$ cat config.mk
export PLATFORM = sky130hd
export DESIGN_NAME = power_mode_supervisor
export DESIGN_NICKNAME = d
export VERILOG_FILES = /design/src/design/power_mode_pkg.sv /design/src/design/pm_sync_if.sv /design/src/design/pm_sync.sv /design/src/design/pm_reset_hold.sv /design/src/design/power_mode_supervisor.sv
export VERILOG_INCLUDE_DIRS = /design/src /design/src/design
export SDC_FILE = /design/constraint.sdc
export NUM_CORES = 1
export LEC_CHECK = 0
export ABC_AREA = 1
export BUFFER_PORTS_ARGS = -buffer_cell sky130_fd_sc_hd__buf_4
export CORE_MARGIN = 5
export CORE_UTILIZATION = 35
export DETAILED_ROUTE_END_ITERATION = 10
export PLACE_DENSITY = 0.64
export SETUP_SLACK_MARGIN = 0.4
export SYNTH_ARGS = -nofsm -noshare
export SYNTH_HDL_FRONTEND = slang
export SYNTH_SLANG_ARGS = --single-unit
$ cat constraint.sdc
create_clock -name clk_sys_i -period 4.24 [get_ports clk_sys_i]
set_clock_uncertainty 0.05 [all_clocks]
set_input_delay 0.848 -clock clk_sys_i [delete_from_list [all_inputs] [get_ports clk_sys_i]]
set_output_delay 0.848 -clock clk_sys_i [all_outputs]
set_load 0.01 [all_outputs]
$ cat src/design/power_mode_params.svh
// Constants of the power mode supervisor: register offsets, fields, timing.
// Assumes inclusion by bare name; no processes here.
`ifndef POWER_MODE_PARAMS_SVH
`define POWER_MODE_PARAMS_SVH

`define PM_ADDR_W          4
`define PM_DATA_W          32
`define PM_OFF_CONTROL     4'h0
`define PM_OFF_STATUS      4'h4
`define PM_OFF_IRQ_STATUS  4'h8
`define PM_OFF_IRQ_CLEAR   4'hc
// Control register fields
`define PM_CTL_DETECT_EN   0
`define PM_CTL_RISE_EN     1
`define PM_CTL_FALL_EN     2
`define PM_CTL_STOP_LP     3
`define PM_CTL_MODE_LO     4
`define PM_CTL_MODE_HI     5
`define PM_CTL_ENTER       6
`define PM_CTL_IRQ_EN_LO   8
// Interrupt status bits
`define PM_IRQ_FALL        0
`define PM_IRQ_RISE        1
`define PM_IRQ_WAKE        2
`define PM_IRQ_W           3
// Mode request codes
`define PM_REQ_SLEEP       2'h1
`define PM_REQ_STOP        2'h2
`define PM_REQ_STANDBY     2'h3
// Timing and event line count
`define PM_RESET_HOLD_NS   100
`define PM_CLK_PERIOD_NS   5
`define PM_RESET_HOLD_CYC  ((`PM_RESET_HOLD_NS + `PM_CLK_PERIOD_NS - 1) / `PM_CLK_PERIOD_NS)
`define PM_EVT_LINES       16

`endif

$ cat src/design/power_mode_pkg.sv
// Types of the power mode supervisor.
// Needs nothing from the params header; the state width is fixed at six bits.
package power_mode_pkg;
  typedef enum logic [5:0] {
    S_RESET   = 6'b000001,
    S_RUN     = 6'b000010,
    S_SLEEP   = 6'b000100,
    S_STOP    = 6'b001000,
    S_STANDBY = 6'b010000,
    S_WAKE    = 6'b100000
  } pm_state_t;
endpackage

$ cat src/design/pm_sync_if.sv
// Interface carrying synchronised inputs from the synchroniser to the top.
// Assumes one clock domain.
`timescale 1ns/1ps
interface pm_sync_if #(parameter int W = 8);
  logic [W-1:0] sync;
  modport src (output sync);
  modport dst (input  sync);
endinterface

$ cat src/design/pm_sync.sv
// Two-stage synchroniser bank for asynchronous pins.
// Assumes inputs arrive from outside the clock domain.
`timescale 1ns/1ps
module pm_sync #(
  parameter int W = 8
) (
  input  wire logic         clk_sys_i,
  input  wire logic         sys_rst_i,
  input  wire logic [W-1:0] async_i,
  pm_sync_if.src            out
);
  logic [W-1:0] meta_ff;
  logic [W-1:0] sync_ff;
  logic [W-1:0] nxt_meta;
  logic [W-1:0] nxt_sync;

  always_comb begin
    nxt_meta = async_i;
    nxt_sync = meta_ff;
  end

  always_ff @(posedge clk_sys_i) begin
    if (sys_rst_i) begin
      meta_ff <= '0;
      sync_ff <= '0;
    end else begin
      meta_ff <= nxt_meta;
      sync_ff <= nxt_sync;
    end
  end

  assign out.sync = sync_ff;
endmodule // pm_sync

$ cat src/design/pm_reset_hold.sv
// Reset stretcher: holds the reset output for a fixed count after the cause ends.
// Assumes cause input is already synchronous.
`timescale 1ns/1ps
`include "power_mode_params.svh"
module pm_reset_hold #(
  parameter int HOLD = `PM_RESET_HOLD_CYC
) (
  input  wire logic clk_sys_i,
  input  wire logic sys_rst_i,
  input  wire logic cause_i,
  output logic      hold_o
);
  localparam int CW = $clog2(HOLD + 1);
  logic [CW-1:0] cnt_ff;
  logic [CW-1:0] nxt_cnt;

  always_comb begin
    if (cause_i) begin
      nxt_cnt = CW'(HOLD);
    end else if (cnt_ff != '0) begin
      nxt_cnt = cnt_ff - 1'b1;
    end else begin
      nxt_cnt = cnt_ff;
    end
  end

  always_ff @(posedge clk_sys_i) begin
    if (sys_rst_i) begin
      cnt_ff <= CW'(HOLD);
    end else begin
      cnt_ff <= nxt_cnt;
    end
  end

  assign hold_o = cause_i || (cnt_ff != '0);
endmodule // pm_reset_hold

$ cat src/design/power_mode_supervisor.sv
// Power mode supervisor top: supply supervision, level detector interrupt, mode sequencing.
// Assumes analog comparators give digital levels on pins; registers on a plain strobe port.
//
// Local design decisions: the plain strobed port and the placing of the registers.
`timescale 1ns/1ps
`include "power_mode_params.svh"
module power_mode_supervisor #(
  parameter int EVT_LINES = `PM_EVT_LINES,
  parameter int HOLD      = `PM_RESET_HOLD_CYC
) (
  input  wire logic                     clk_sys_i,
  input  wire logic                     sys_rst_i,
  // Register port
  input  wire logic [`PM_ADDR_W-1:0]    addr_i,
  input  wire logic [`PM_DATA_W-1:0]    wdata_i,
  input  wire logic                     wr_i,
  input  wire logic                     rd_i,
  output logic      [`PM_DATA_W-1:0]    rdata_o,
  output logic                          irq_o,
  // Supply comparators, high when supply is above threshold; analog_monitor_off_i high masks the analog supply check
  input  wire logic                     main_supply_ok_i,
  input  wire logic                     analog_supply_ok_i,
  input  wire logic                     supply_level_detector_i,
  input  wire logic                     analog_monitor_off_i,
  // Processor side
  input  wire logic                     core_halt_i,
  // Wake sources
  input  wire logic [EVT_LINES-1:0]     external_event_controller_i,
  input  wire logic                     comparator_outputs_i,
  input  wire logic                     i2c_wake_i,
  input  wire logic                     serial_wake_i,
  input  wire logic                     calendar_alarm_i,
  input  wire logic                     external_reset_pin_n_i,
  input  wire logic                     independent_watchdog_i,
  input  wire logic                     wakeup_pin_i,
  input  wire logic                     core_irq_i,
  // Power and clock controls
  output logic                          core_reset_o,
  output logic                          cpu_clk_en_o,
  output logic                          core_clk_en_o,
  output logic                          pll_en_o,
  output logic                          internal_fast_oscillator_en_o,
  output logic                          external_fast_oscillator_en_o,
  output logic                          regulator_en_o,
  output logic                          regulator_main_mode_o,
  output logic                          regulator_lowpower_mode_o,
  output logic                          core_domain_power_o,
  output logic                          backup_domain_run_o,
  output logic [1:0]                    mode_o
);
  // ****************************************
  // Input synchronisers
  // ****************************************
  localparam int SW = EVT_LINES + 12;
  pm_sync_if #(.W(SW)) sy ();
  pm_sync #(.W(SW)) u_sync (
    .clk_sys_i (clk_sys_i),
    .sys_rst_i (sys_rst_i),
    .async_i   ({external_event_controller_i, main_supply_ok_i, analog_supply_ok_i,
                 supply_level_detector_i, analog_monitor_off_i, comparator_outputs_i,
                 i2c_wake_i, serial_wake_i, calendar_alarm_i, external_reset_pin_n_i,
                 independent_watchdog_i, wakeup_pin_i, core_irq_i}),
    .out       (sy)
  );
  logic [EVT_LINES-1:0] s_lines;
  logic s_main, s_ana, s_lvl, s_anaoff, s_comp, s_i2c, s_ser, s_alarm, s_rst_n, s_wdg;
  logic s_wakeup_pin, s_irq;
  assign {s_lines, s_main, s_ana, s_lvl, s_anaoff, s_comp, s_i2c, s_ser, s_alarm, s_rst_n,
          s_wdg, s_wakeup_pin, s_irq} = sy.sync;

  // ****************************************
  // Supply supervision and reset
  // ****************************************
  logic por_ff, nxt_por;
  logic supply_fail;
  logic standby_exit;
  logic hold;
  always_comb begin
    // Power-on arms only from the main supply
    nxt_por = por_ff && !s_main;
  end
  // Power-down looks at both, analog part optional
  assign supply_fail = por_ff || !s_main || (!s_ana && !s_anaoff);

  pm_reset_hold #(.HOLD(HOLD)) u_hold (
    .clk_sys_i (clk_sys_i),
    .sys_rst_i (sys_rst_i),
    .cause_i   (supply_fail || !s_rst_n || s_wdg || standby_exit),
    .hold_o    (hold)
  );

  // ****************************************
  // Registers
  // ****************************************
  logic [`PM_DATA_W-1:0] ctl_ff, nxt_ctl;
  logic [`PM_IRQ_W-1:0]  ist_ff, nxt_ist;
  logic [`PM_DATA_W-1:0] rdata_ff, nxt_rdata;
  logic                  lvl_ff, nxt_lvl;
  logic                  wakeup_pin_ff, nxt_wakeup_pin;
  power_mode_pkg::pm_state_t state_ff, nxt_state;

  logic wr_ctl, wr_clr;
  logic lvl_fall, lvl_rise, wake_evt, stop_wake, standby_wake;
  logic [1:0] req_mode;
  logic enter_req;
  logic [`PM_IRQ_W-1:0] irq_en;

  always_comb begin
    wr_ctl = 1'b0;
    wr_clr = 1'b0;
    if (wr_i && addr_i == `PM_OFF_CONTROL) begin
      wr_ctl = 1'b1;
    end else if (wr_i && addr_i == `PM_OFF_IRQ_CLEAR) begin
      wr_clr = 1'b1;
    end
  end

  assign req_mode  = ctl_ff[`PM_CTL_MODE_HI:`PM_CTL_MODE_LO];
  assign enter_req = ctl_ff[`PM_CTL_ENTER];
  assign irq_en    = ctl_ff[`PM_CTL_IRQ_EN_LO +: `PM_IRQ_W];
  assign lvl_fall  = ctl_ff[`PM_CTL_DETECT_EN] && ctl_ff[`PM_CTL_FALL_EN] && lvl_ff && !s_lvl;
  assign lvl_rise  = ctl_ff[`PM_CTL_DETECT_EN] && ctl_ff[`PM_CTL_RISE_EN] && !lvl_ff && s_lvl;
  // Any event-controller line ends Stop, detector crossing included
  assign stop_wake = (|s_lines) || lvl_fall || lvl_rise || s_alarm || s_comp || s_i2c
                     || s_ser || s_irq;
  assign standby_wake = (s_wakeup_pin && !wakeup_pin_ff) || s_alarm || !s_rst_n || s_wdg;
  assign wake_evt  = (state_ff == power_mode_pkg::S_SLEEP && (s_irq || stop_wake))
                     || (state_ff == power_mode_pkg::S_STOP && stop_wake);

  always_comb begin
    nxt_ctl = ctl_ff;
    if (wr_ctl) begin
      nxt_ctl = wdata_i;
    end else if (state_ff != power_mode_pkg::S_RUN) begin
      // Request is consumed once the mode is taken
      nxt_ctl[`PM_CTL_ENTER] = 1'b0;
    end
    nxt_ist = ist_ff;
    if (wr_clr) begin
      nxt_ist = ist_ff & ~wdata_i[`PM_IRQ_W-1:0];
    end
    // Set wins over clear
    if (lvl_fall) nxt_ist[`PM_IRQ_FALL] = 1'b1;
    if (lvl_rise) nxt_ist[`PM_IRQ_RISE] = 1'b1;
    if (wake_evt) nxt_ist[`PM_IRQ_WAKE] = 1'b1;
    nxt_lvl  = s_lvl;
    nxt_wakeup_pin = s_wakeup_pin;
    nxt_rdata = '0;
    if (rd_i && addr_i == `PM_OFF_CONTROL) begin
      nxt_rdata = ctl_ff;
    end else if (rd_i && addr_i == `PM_OFF_STATUS) begin
      nxt_rdata = {24'h0, 2'h0, state_ff};
    end else if (rd_i && addr_i == `PM_OFF_IRQ_STATUS) begin
      nxt_rdata = {{(`PM_DATA_W-`PM_IRQ_W){1'b0}}, ist_ff};
    end
  end

  // ****************************************
  // Mode sequencer
  // ****************************************
  always_comb begin
    nxt_state    = state_ff;
    standby_exit = 1'b0;
    case (state_ff)
      power_mode_pkg::S_RESET: begin
        nxt_state = power_mode_pkg::S_RUN;
      end
      power_mode_pkg::S_RUN: begin
        // Only a software request followed by a halt enters low power
        if (core_halt_i && enter_req) begin
          if (req_mode == `PM_REQ_SLEEP) begin
            nxt_state = power_mode_pkg::S_SLEEP;
          end else if (req_mode == `PM_REQ_STOP) begin
            nxt_state = power_mode_pkg::S_STOP;
          end else if (req_mode == `PM_REQ_STANDBY) begin
            nxt_state = power_mode_pkg::S_STANDBY;
          end
        end
      end
      power_mode_pkg::S_SLEEP: begin
        if (s_irq || stop_wake) nxt_state = power_mode_pkg::S_WAKE;
      end
      power_mode_pkg::S_STOP: begin
        if (stop_wake) nxt_state = power_mode_pkg::S_WAKE;
      end
      power_mode_pkg::S_STANDBY: begin
        if (standby_wake) begin
          standby_exit = 1'b1;
          nxt_state    = power_mode_pkg::S_RESET;
        end
      end
      power_mode_pkg::S_WAKE: begin
        nxt_state = power_mode_pkg::S_RUN;
      end
      default: nxt_state = power_mode_pkg::S_RESET;
    endcase
  end

  always_ff @(posedge clk_sys_i) begin
    if (sys_rst_i) begin
      por_ff   <= 1'b1;
      ctl_ff   <= '0;
      ist_ff   <= '0;
      rdata_ff <= '0;
      lvl_ff   <= 1'b0;
      wakeup_pin_ff  <= 1'b0;
      state_ff <= power_mode_pkg::S_RESET;
    end else begin
      por_ff   <= nxt_por;
      rdata_ff <= nxt_rdata;
      lvl_ff   <= nxt_lvl;
      wakeup_pin_ff  <= nxt_wakeup_pin;
      if (hold && state_ff != power_mode_pkg::S_STANDBY) begin
        ctl_ff   <= '0;
        ist_ff   <= '0;
        state_ff <= power_mode_pkg::S_RESET;
      end else begin
        ctl_ff   <= nxt_ctl;
        ist_ff   <= nxt_ist;
        state_ff <= nxt_state;
      end
    end
  end

  // ****************************************
  // Outputs
  // ****************************************
  logic in_stop, in_stby;
  assign in_stop = (state_ff == power_mode_pkg::S_STOP);
  assign in_stby = (state_ff == power_mode_pkg::S_STANDBY);

  assign rdata_o       = rdata_ff;
  assign irq_o         = |(ist_ff & irq_en);
  assign core_reset_o  = hold || (state_ff == power_mode_pkg::S_RESET);
  assign cpu_clk_en_o  = (state_ff == power_mode_pkg::S_RUN)
                         || (state_ff == power_mode_pkg::S_WAKE);
  assign core_clk_en_o = !in_stop && !in_stby;
  assign pll_en_o      = !in_stop && !in_stby;
  assign internal_fast_oscillator_en_o = !in_stop && !in_stby;
  assign external_fast_oscillator_en_o = !in_stop && !in_stby;
  assign regulator_en_o            = !in_stby;
  assign regulator_main_mode_o     = !in_stby && !(in_stop && ctl_ff[`PM_CTL_STOP_LP]);
  assign regulator_lowpower_mode_o = in_stop && ctl_ff[`PM_CTL_STOP_LP];
  assign core_domain_power_o       = !in_stby;
  assign backup_domain_run_o       = 1'b1;
  assign mode_o = in_stby ? `PM_REQ_STANDBY : in_stop ? `PM_REQ_STOP :
                  (state_ff == power_mode_pkg::S_SLEEP) ? `PM_REQ_SLEEP : 2'h0;
endmodule // power_mode_supervisor

======== Word-level counts from Yosys, hierarchy flattened ========
Index checks and enable logic that the tools add are counted.
cells by class
  equal/unequal tests ..................... 19
  bitwise operators ....................... 3
  muxes and demuxes ....................... 25
  reductions and logical operators ........ 63
  add/subtract/negate cells ............... 1
operators with widths
  operator              count
  $mux W6               8
  $mux W32              1
  $pmux W6 S5           1
  $logic_and A1 B1 Y1   21
  $logic_or A1 B1 Y1    20
  $reduce_or A16 Y1     1
  $mux W1               11
  $logic_not A1 Y1      10
  $eq A4 B4 Y1 const B  2
  $ne A2 B2 Y1 const B  4
  $reduce_bool A2 Y1    4
  $and A3 B3 Y3         2
  $eq A6 B1 Y1 const B  1
  $eq A6 B2 Y1 const B  1
  $eq A6 B3 Y1 const B  1
  $eq A6 B4 Y1 const B  1
  $eq A6 B5 Y1 const B  1
  $eq A6 B6 Y1 const B  1
  $mux W3               2
  $ne A6 B2 Y1 const B  1
  $ne A6 B5 Y1 const B  1
  $reduce_or A2 Y1      3
  $reduce_and A5 Y1     1
  $reduce_bool A5 Y1    1
  other kinds (9)       11
word-level totals
  logic and storage cells ................. 124
  output and inout bits ................... 46
  register bits ........................... 137

======== Logic depth before layout (Yosys ltp) ========
Gate-level depths: netlist of the first run.
  word-level depth ........................ 14
  mapped depth ............................ 11

======== Hierarchy ========
From an unflattened synthesis of the first run, not the netlist that was laid out.
unflattened totals
  cell total of the unflattened synthesis .. 605
  area, all modules ....................... 4875.9 um^2
modules (own cells, without submodules)
  module                 area each (um^2)  times used  cells an instance  seq. area each (um^2)
  power_mode_supervisor  2979.1            1           386                1521.5
  pm_sync                1602.8            1           174                1121.1
  pm_reset_hold          294.0             1           45                 100.1

======== Worst setup path after synthesis of the first run ========
No wires, ideal clock.
  path type ............................... register to output
  from .................................... register state_ff[2]
  to ...................................... output external_fast_oscillator_en_o
  cell stages (with the launch flop) ...... 8
  data required time ...................... 3342 ps
  slack ................................... 2118 ps
  buffers on the path ..................... 1
  data arrival time ....................... 1224 ps
  cells stage by stage .................... dfxtp_1 nor2_2 nand2_1 nor2_2 inv_2 nand2_1 inv_1 buf_4
on the way
  longest elaborated chain between the ends .. 3
  elaborated cells between the ends (all ways) .. 5
  those cells by class .................... 2 x eq/ne; 3 x reduce/logical
ends and longest elaborated chain
  element                        line                          text
  start: declaration             power_mode_supervisor.sv:100  power_mode_pkg::pm_state_t state_ff, nxt_state;
  start signal: assignment       power_mode_supervisor.sv:207  state_ff <= power_mode_pkg::S_RESET;
  start signal: assignment       power_mode_supervisor.sv:216  state_ff <= power_mode_pkg::S_RESET;
  start signal: assignment       power_mode_supervisor.sv:220  state_ff <= nxt_state;
  $eq A6 B5 Y1                   power_mode_supervisor.sv:230  assign in_stby = (state_ff == power_mode_pkg::S_STANDBY);
  $logic_not A1 Y1               --
  named net core_domain_power_o  power_mode_supervisor.sv:47   output logic core_domain_power_o,
  $logic_and A1 B1 Y1            power_mode_supervisor.sv:240  assign external_fast_oscillator_en_o = !in_stop && !in_stby;
  end: declaration               power_mode_supervisor.sv:43   output logic external_fast_oscillator_en_o,
The timed path passes the listed nets, and every way through them passes these cells.

======== Worst setup path after layout of the first run ========
  from .................................... register state_ff[0]
  to ...................................... output core_reset_o
on the way
  longest elaborated chain between the ends .. 5
  elaborated cells between the ends (all ways) .. 6
  those cells by class .................... 2 x eq/ne; 1 x mux; 3 x reduce/logical
ends and longest elaborated chain
  element               line                          text
  $eq A6 B5 Y1          power_mode_supervisor.sv:164  case (state_ff)
  $mux W1               power_mode_supervisor.sv:164
  $logic_or A1 B1 Y1    power_mode_supervisor.sv:88   .cause_i (supply_fail || !s_rst_n || s_wdg || standby_exit),
  $logic_or A1 B1 Y1    pm_reset_hold.sv:35           assign hold_o = cause_i || (cnt_ff != '0);
  $logic_or A1 B1 Y1 *  power_mode_supervisor.sv:234  assign core_reset_o = hold || (state_ff == power_mode_pkg::S_RESET);
  end: declaration      power_mode_supervisor.sv:38   output logic core_reset_o,
Mark *: on every way between the ends. The rest lies on a longest branch, timed or not.

==> results of run 1 <==
==> path summary, 6_finish.rpt <==
path	to	cells after the start	startpoint
setup reg to reg	ctl_ff[6]	8	state_ff[0]
setup / recovery	core_reset_o	8	state_ff[0]
hold / removal	u_sync.out.sync[4]	2	u_sync.meta_ff[4]
hold reg to reg	u_sync.out.sync[4]	2	u_sync.meta_ff[4]
==> cells by family (layout without fill, tap and decap cells) <==
kind of cell,Yosys count,in the layout,synth area share [%]
flops,137,137,53.2
buf+inv,185,311,14.5
other cells,1,1,0.0728
compound gates,27,27,3.28
mux,30,30,6.55
simple gates,246,246,21.1
fa+ha+maj,5,5,1.21
==> final cells by class <==
class | instances | share of cell area (%)
Sequential cell | 137 | 40.9
Multi-Input combinational cell | 309 | 24.9
Timing Repair Buffer | 115 | 12.9
Inverter | 164 | 9.22
Clock buffer | 18 | 6.40
Tap cell | 184 | 3.44
Clock inverter | 14 | 2.24
==> per-layer routing <==
| layer | routed length [um] | track usage (%) | part of all wire (%) |
|---|---|---|---|
| met1 | 4480 | 13.8 | 44 |
| met3 | 443 | 3.82 | 4.3 |
| met2 | 5210 | 21.1 | 51 |
| met4 | 167 | 4.57 | 1.6 |
| met5 | 0 | 0 | 0 |
==> cells in the final DEF, fill, tap and decap left out, drive strengths merged <==
cell type / count
a211oi: 1
a21boi: 2
a21oi: 5
a22oi: 2
and2: 1
buf: 115
bufinv: 2
clkbuf: 18
clkinv: 11
clkinvlp: 3
conb: 1
dfxtp: 137
ha: 5
inv: 162
mux2: 30
nand2: 56
nand3: 15
nand4: 7
nor2: 163
nor3: 1
nor4: 1
o211ai: 4
o21ai: 13
or2: 2
==> sequential cells by signal, indices dropped and copies added (netlist names) <==
register         cells
u_sync.out.sync     28
ist_ff               3
por_ff               1
lvl_ff               1
u_hold.cnt_ff        5
u_sync.meta_ff      28
rdata_o             32
wakeup_pin_ff        1
state_ff             6
ctl_ff              32
==> critical path: stages, from the launching register on <==
cell,delay [ns]
dfxtp_1,0.35
nor2_1,0.25
nand2_1,0.10
nor2_2,0.22
o21ai_1,0.14
nand3_2,0.12
inv_1,0.05
nand2_1,0.06
buf_4,0.12
==> metrics by stage <==
| step | utilization (%) | cell area, sq um | total power [uW] | worst slack (ns) | cells |
|---|---|---|---|---|---|
| after CTS | 46.3 | 6700 | 2880 | 1.53 | 941 |
| final | 46.3 | 6700 | 2840 | 1.52 | 941 |
| after floorplan | - | 5150 | 1400 | 2.12 | 631 |
| after global placement | 42.3 | 6120 | 1460 | 1.44 | 909 |
| after detailed placement | 42.3 | 6120 | 1460 | 1.34 | 909 |
| after global routing | 46.3 | 6700 | 2960 | 1.39 | 941 |
==> report_power, final <==
| part | total (uW) | internal, uW | switching, uW |
|---|---|---|---|
| Sequential | 1320 | 1310 | 6.29 |
| Combinational | 110 | 60.5 | 49.4 |
| Clock | 1410 | 868 | 546 |
==> run_results.csv, run 1 <==
group,metric,value,unit
outcome,status,"completed",
detailed_routing,vias,3806,
floorplanning,dieArea,0.0173,sq mm
logic_synthesis,yosys_warnings,0,
logic_synthesis,yosys-top-cells-area,"dfxtp_1 53%, inv_1 12%, nor2_1 9.5%",
timing,finalHoldViolCount,0,
timing,final.setup.tns,0,ns
detailed_routing,route.detailed.wl_per_inst,10.9,um
cts,h-tree-depth,4,
worst_setup_path,worstSetupEndpointType,"output port",
grt,track_usage,12.1,%
cts,cts_tree,"built",
logic_synthesis,syn_nets,705,
grt,grt_pass1_vias,3574,
floorplanning,placementRows,44,
power,vdd_drop_max,266,uV
worst_setup_path,path_max_fanout,4,
place,port_buffers,113,
timing,rsz0062_at_grt,"no",
final_layout,layout.area.seq,0.00274,sq mm
timing,finalMaxSlewViolations,0,
place,gp_congestion,0.850,
detailed_routing,drc_errors,0,
grt,grt_pass1_wl,16900,um
logic_synthesis,synth_area_leader_cell,"dfxtp_1",
cts,path_clk_slew,0.06,ns
hold_path,hold_class,"flip-flop to flip-flop",
final_layout,num-fill-cells,1427,
logic_synthesis,netlist_instances,631,
floorplanning,dieWidth,131,um
grt,antenna_found_initial,0,
logic_synthesis,synth_most_common_cell,"inv_1",
cts,clockRootBuffer,"clkbuf_16",
logic_synthesis,ys.flop_type,"dfxtp_1",
worst_setup_path,crit_arrival,1.82,ns
cts,cts_buffers,17,
grt,grt_max_degree,61,
detailed_routing,ant_nets,0,
floorplanning,io_pins,115,
logic_synthesis,synth_seq_area_share,53.2,%
floorplanning,die_h,131,um
worst_setup_path,start_kind,"flip-flop",
worst_setup_path,regToRegSetupSlack,2.17,ns
logic_synthesis,netlist_top_cells_count,"158 x inv_1, 137 x dfxtp_1, 131 x nor2_1",
logic_synthesis,syn_area,0.00515,sq mm
timing,setup_violations,0,
flow_run,cap_violations,0,
final_layout,drive_gt1_share,28.5,%
floorplanning,initial_core_util,35.6,%
final_layout,syn_to_final_growth,30.0,%
timing,layout_min_cycle_time,2.72,ns
power,power_density,424,mW/mm^2
power,leakage,0.00307,uW
timing,fin_crit_sh,64.1,%
timing,max-slew-margin-rel,31.5,%
worst_setup_path,required,3.34,ns
cts,clk_path_buf_depth,2,
cts,clock_latency,0.41,ns
timing,hold_slack,0.347,ns
logic_synthesis,synth-edff-count,0,
detailed_routing,viasPerCell,4.04,
worst_setup_path,worstSetupPathType,"flip-flop to output port",
detailed_routing,drt-initial-drc-count,192,
logic_synthesis,synth.distinct_cells,34,
timing,fmax,0.368,GHz
final_layout,insertedDiodeCount,0,
place,dpl.hpwl,7490,um
cts,postCtsHoldBufs,0,
final_layout,finalNetCount,818,
cts,cts_sinks,137,
logic_synthesis,ys_async_sr_fraction,0,%
final_layout,multi_input_area,0.00167,sq mm
timing,worst_slew_pin_slew,1.03,ns
logic_synthesis,avgSynthCellArea,8.17,sq um
logic_synthesis,ys_ff_latch,137,
floorplanning,core,0.0145,sq mm
cts,cts_setup_buffers,0,
cts,cts_resized,0,
detailed_routing,routed_wl,10300,um
logic_synthesis,synth_top_area_share,53.2,%
grt,grt_overflow,0,
detailed_routing,drtPass1Iterations,4,
No activity file was read; power rests on OpenSTA's default activity.
==> run 2: changes to the inputs <==
- PLACE_DENSITY: 0.64 -> 0.66
- clock period: 4.24 -> 2.25 ns (I/O delays scaled with it)
==> run 2 against run 1 <==
Compared with the run above:
- routed wire length increased by 5.4%
- final cell count increased by 2.2%
- core utilization up 2.4 points
- register-to-register slack got worse by 1.7 ns
- total power is 86% higher
- final area grew 5.1%
- largest power group unchanged
==> run_results.csv, run 2 (synthesis gave the netlist of run 1 again) <==
group,metric,value,unit
grt,grt_overflow,0,
power,leakage,0.00320,uW
timing,max-slew-margin-rel,63.2,%
cts,cts_tree,"built",
floorplanning,core,0.0145,sq mm
final_layout,drive_gt1_share,34.4,%
place,port_buffers,113,
timing,fmax,0.492,GHz
hold_path,min_path_cells,3,
cts,clk_path_buf_depth,2,
floorplanning,die_h,131,um
power,vdd_drop_max,470,uV
power,power_density,750,mW/mm^2
grt,track_usage,12.6,%
detailed_routing,drtPass1Iterations,4,
floorplanning,initial_core_util,35.6,%
worst_setup_path,max_stage_delay,0.36,ns
cts,cts_buffers,17,
floorplanning,placementRows,44,
cts,h-tree-depth,4,
worst_setup_path,worst_path_max_delay_cell,"dfxtp_4",
detailed_routing,drt-initial-drc-count,234,
detailed_routing,viasPerCell,4.09,
detailed_routing,drc_errors,0,
final_layout,syn_to_final_growth,36.7,%
flow_run,cap_violations,0,
worst_setup_path,worstReg2RegStart,"u_hold.cnt_ff[1]",
grt,grt_pass1_vias,3853,
cts,clock_latency,0.41,ns
worst_setup_path,worstSetupPathType,"flip-flop to output port",
final_layout,final_cell_mix,"152 x inv_1, 127 x dfxtp_1, 125 x nor2_1",
timing,finalHoldViolCount,0,
timing,final.setup.tns,0,ns
timing,rsz0062_at_grt,"yes",
place,gp_congestion,0.836,
worst_setup_path,timing.critical_path.mode_cell,"buf_6",
worst_setup_path,required,1.75,ns
worst_setup_path,path_cells,"nor2_4, buf_6, buf_6, buf_6, nand4_1, nand2_1, buf_6",
timing,worst_slew_pin_slew,0.552,ns
grt,antenna_found_initial,0,
timing,finalMaxSlewViolations,0,
worst_setup_path,path_max_fanout,3,
timing,fin_crit_sh,90.3,%
timing,setup_violations,0,
grt,grt_pass1_wl,17800,um
worst_setup_path,start_kind,"flip-flop",
final_layout,insertedDiodeCount,0,
final_layout,final_common_cell,"inv_1",
detailed_routing,routed_wl,10900,um
final_layout,final_util,48.7,%
detailed_routing,ant_nets,0,
grt,grt_max_degree,58,
worst_setup_path,regToRegSetupSlack,0.51,ns
detailed_routing,route.detailed.wl_per_inst,11.3,um
worst_setup_path,crit_arrival,1.53,ns
timing,layout_min_cycle_time,2.03,ns
detailed_routing,vias,3935,
floorplanning,dieArea,0.0173,sq mm
hold_path,hold_end,"u_sync.meta_ff[5]",
cts,path_clk_slew,0.06,ns
final_layout,finalNetCount,839,
worst_setup_path,rr_worst_depth,9,
worst_setup_path,worstSetupEndpointType,"output port",
hold_path,hp-start,"serial_wake_i",
worst_setup_path,r2r-end,"ctl_ff[31]",
hold_path,hold_class,"primary input to flip-flop",
cts,clockRootBuffer,"clkbuf_16",
outcome,status,"completed",
floorplanning,dieWidth,131,um
cts,cts_sinks,137,
floorplanning,io_pins,115,
place,dpl.hpwl,7560,um
## run 2: layout make-up
| class | instances | area (sq um) |
|---|---|---|
| fillers | 1428 | 7430 |
| flip-flops and latches | 137 | 2760 |
| multi-input cells | 309 | 1770 |
| repair buffers | 136 | 1090 |
| inverters | 164 | 631 |
| clock buffers | 19 | 443 |
| well taps | 184 | 230 |
| clock inverters | 13 | 121 |
## run 2: report_power, final
group,total (uW),internal (uW),switching [uW]
sequential,2490,2470,12.3
combinational,209,116,93.5
clock,2590,1560,1030
## run 2: how the worst max path moves through the flow
stage                                start                             to  slack [ns]
final                          state_ff[1]                      mode_o[0]        0.22
after global routing           state_ff[3]                   core_reset_o        0.14
after CTS                 u_hold.cnt_ff[4]                   core_reset_o        0.16
after detailed placement       state_ff[2]                     ctl_ff[31]        0.34
after global placement         state_ff[2]                      ist_ff[0]        0.40
after floorplan                state_ff[2]  external_fast_oscillator_en_o        0.53
## run 2: critical path: cells and delay by family, from the launching register on
family,cells,cell delay [ns]
and+or+nand+nor,3,0.38
buffers and inverters,4,0.41
DFF,1,0.36
## run 2: metrics by stage
stage	cell area, sq um	power (uW)	hold slack [ns]	instances	setup WS [ns]
floorplan	5150	2630	0.338	631	0.526
global placement	6150	2750	0.341	912	0.397
detailed placement	6150	2750	0.342	912	0.339
CTS	6930	5360	0.173	956	0.164
global route	7050	5490	0.183	962	0.136
finish	7050	5280	0.194	962	0.218
## run 2: repair_timing
item | CTS | global route
pin swaps | 9 | 10
setup buffers | 12 | 6
gates resized for setup | 37 | 27
hold buffers | 0 | 0
setup endpoints to repair | 48 | 35
endpoints found under the hold margin | 0 | 0
## run 2: layer usage
layer / vias to the layer above / global-route usage, % / routed length [um]
li1: 2098 / - / -
met1: 1746 / 14.1 / 4530
met2: 72 / 22.3 / 5590
met3: 19 / 3.82 / 475
met4: 0 / 5.37 / 257
met5: - / 0 / 0
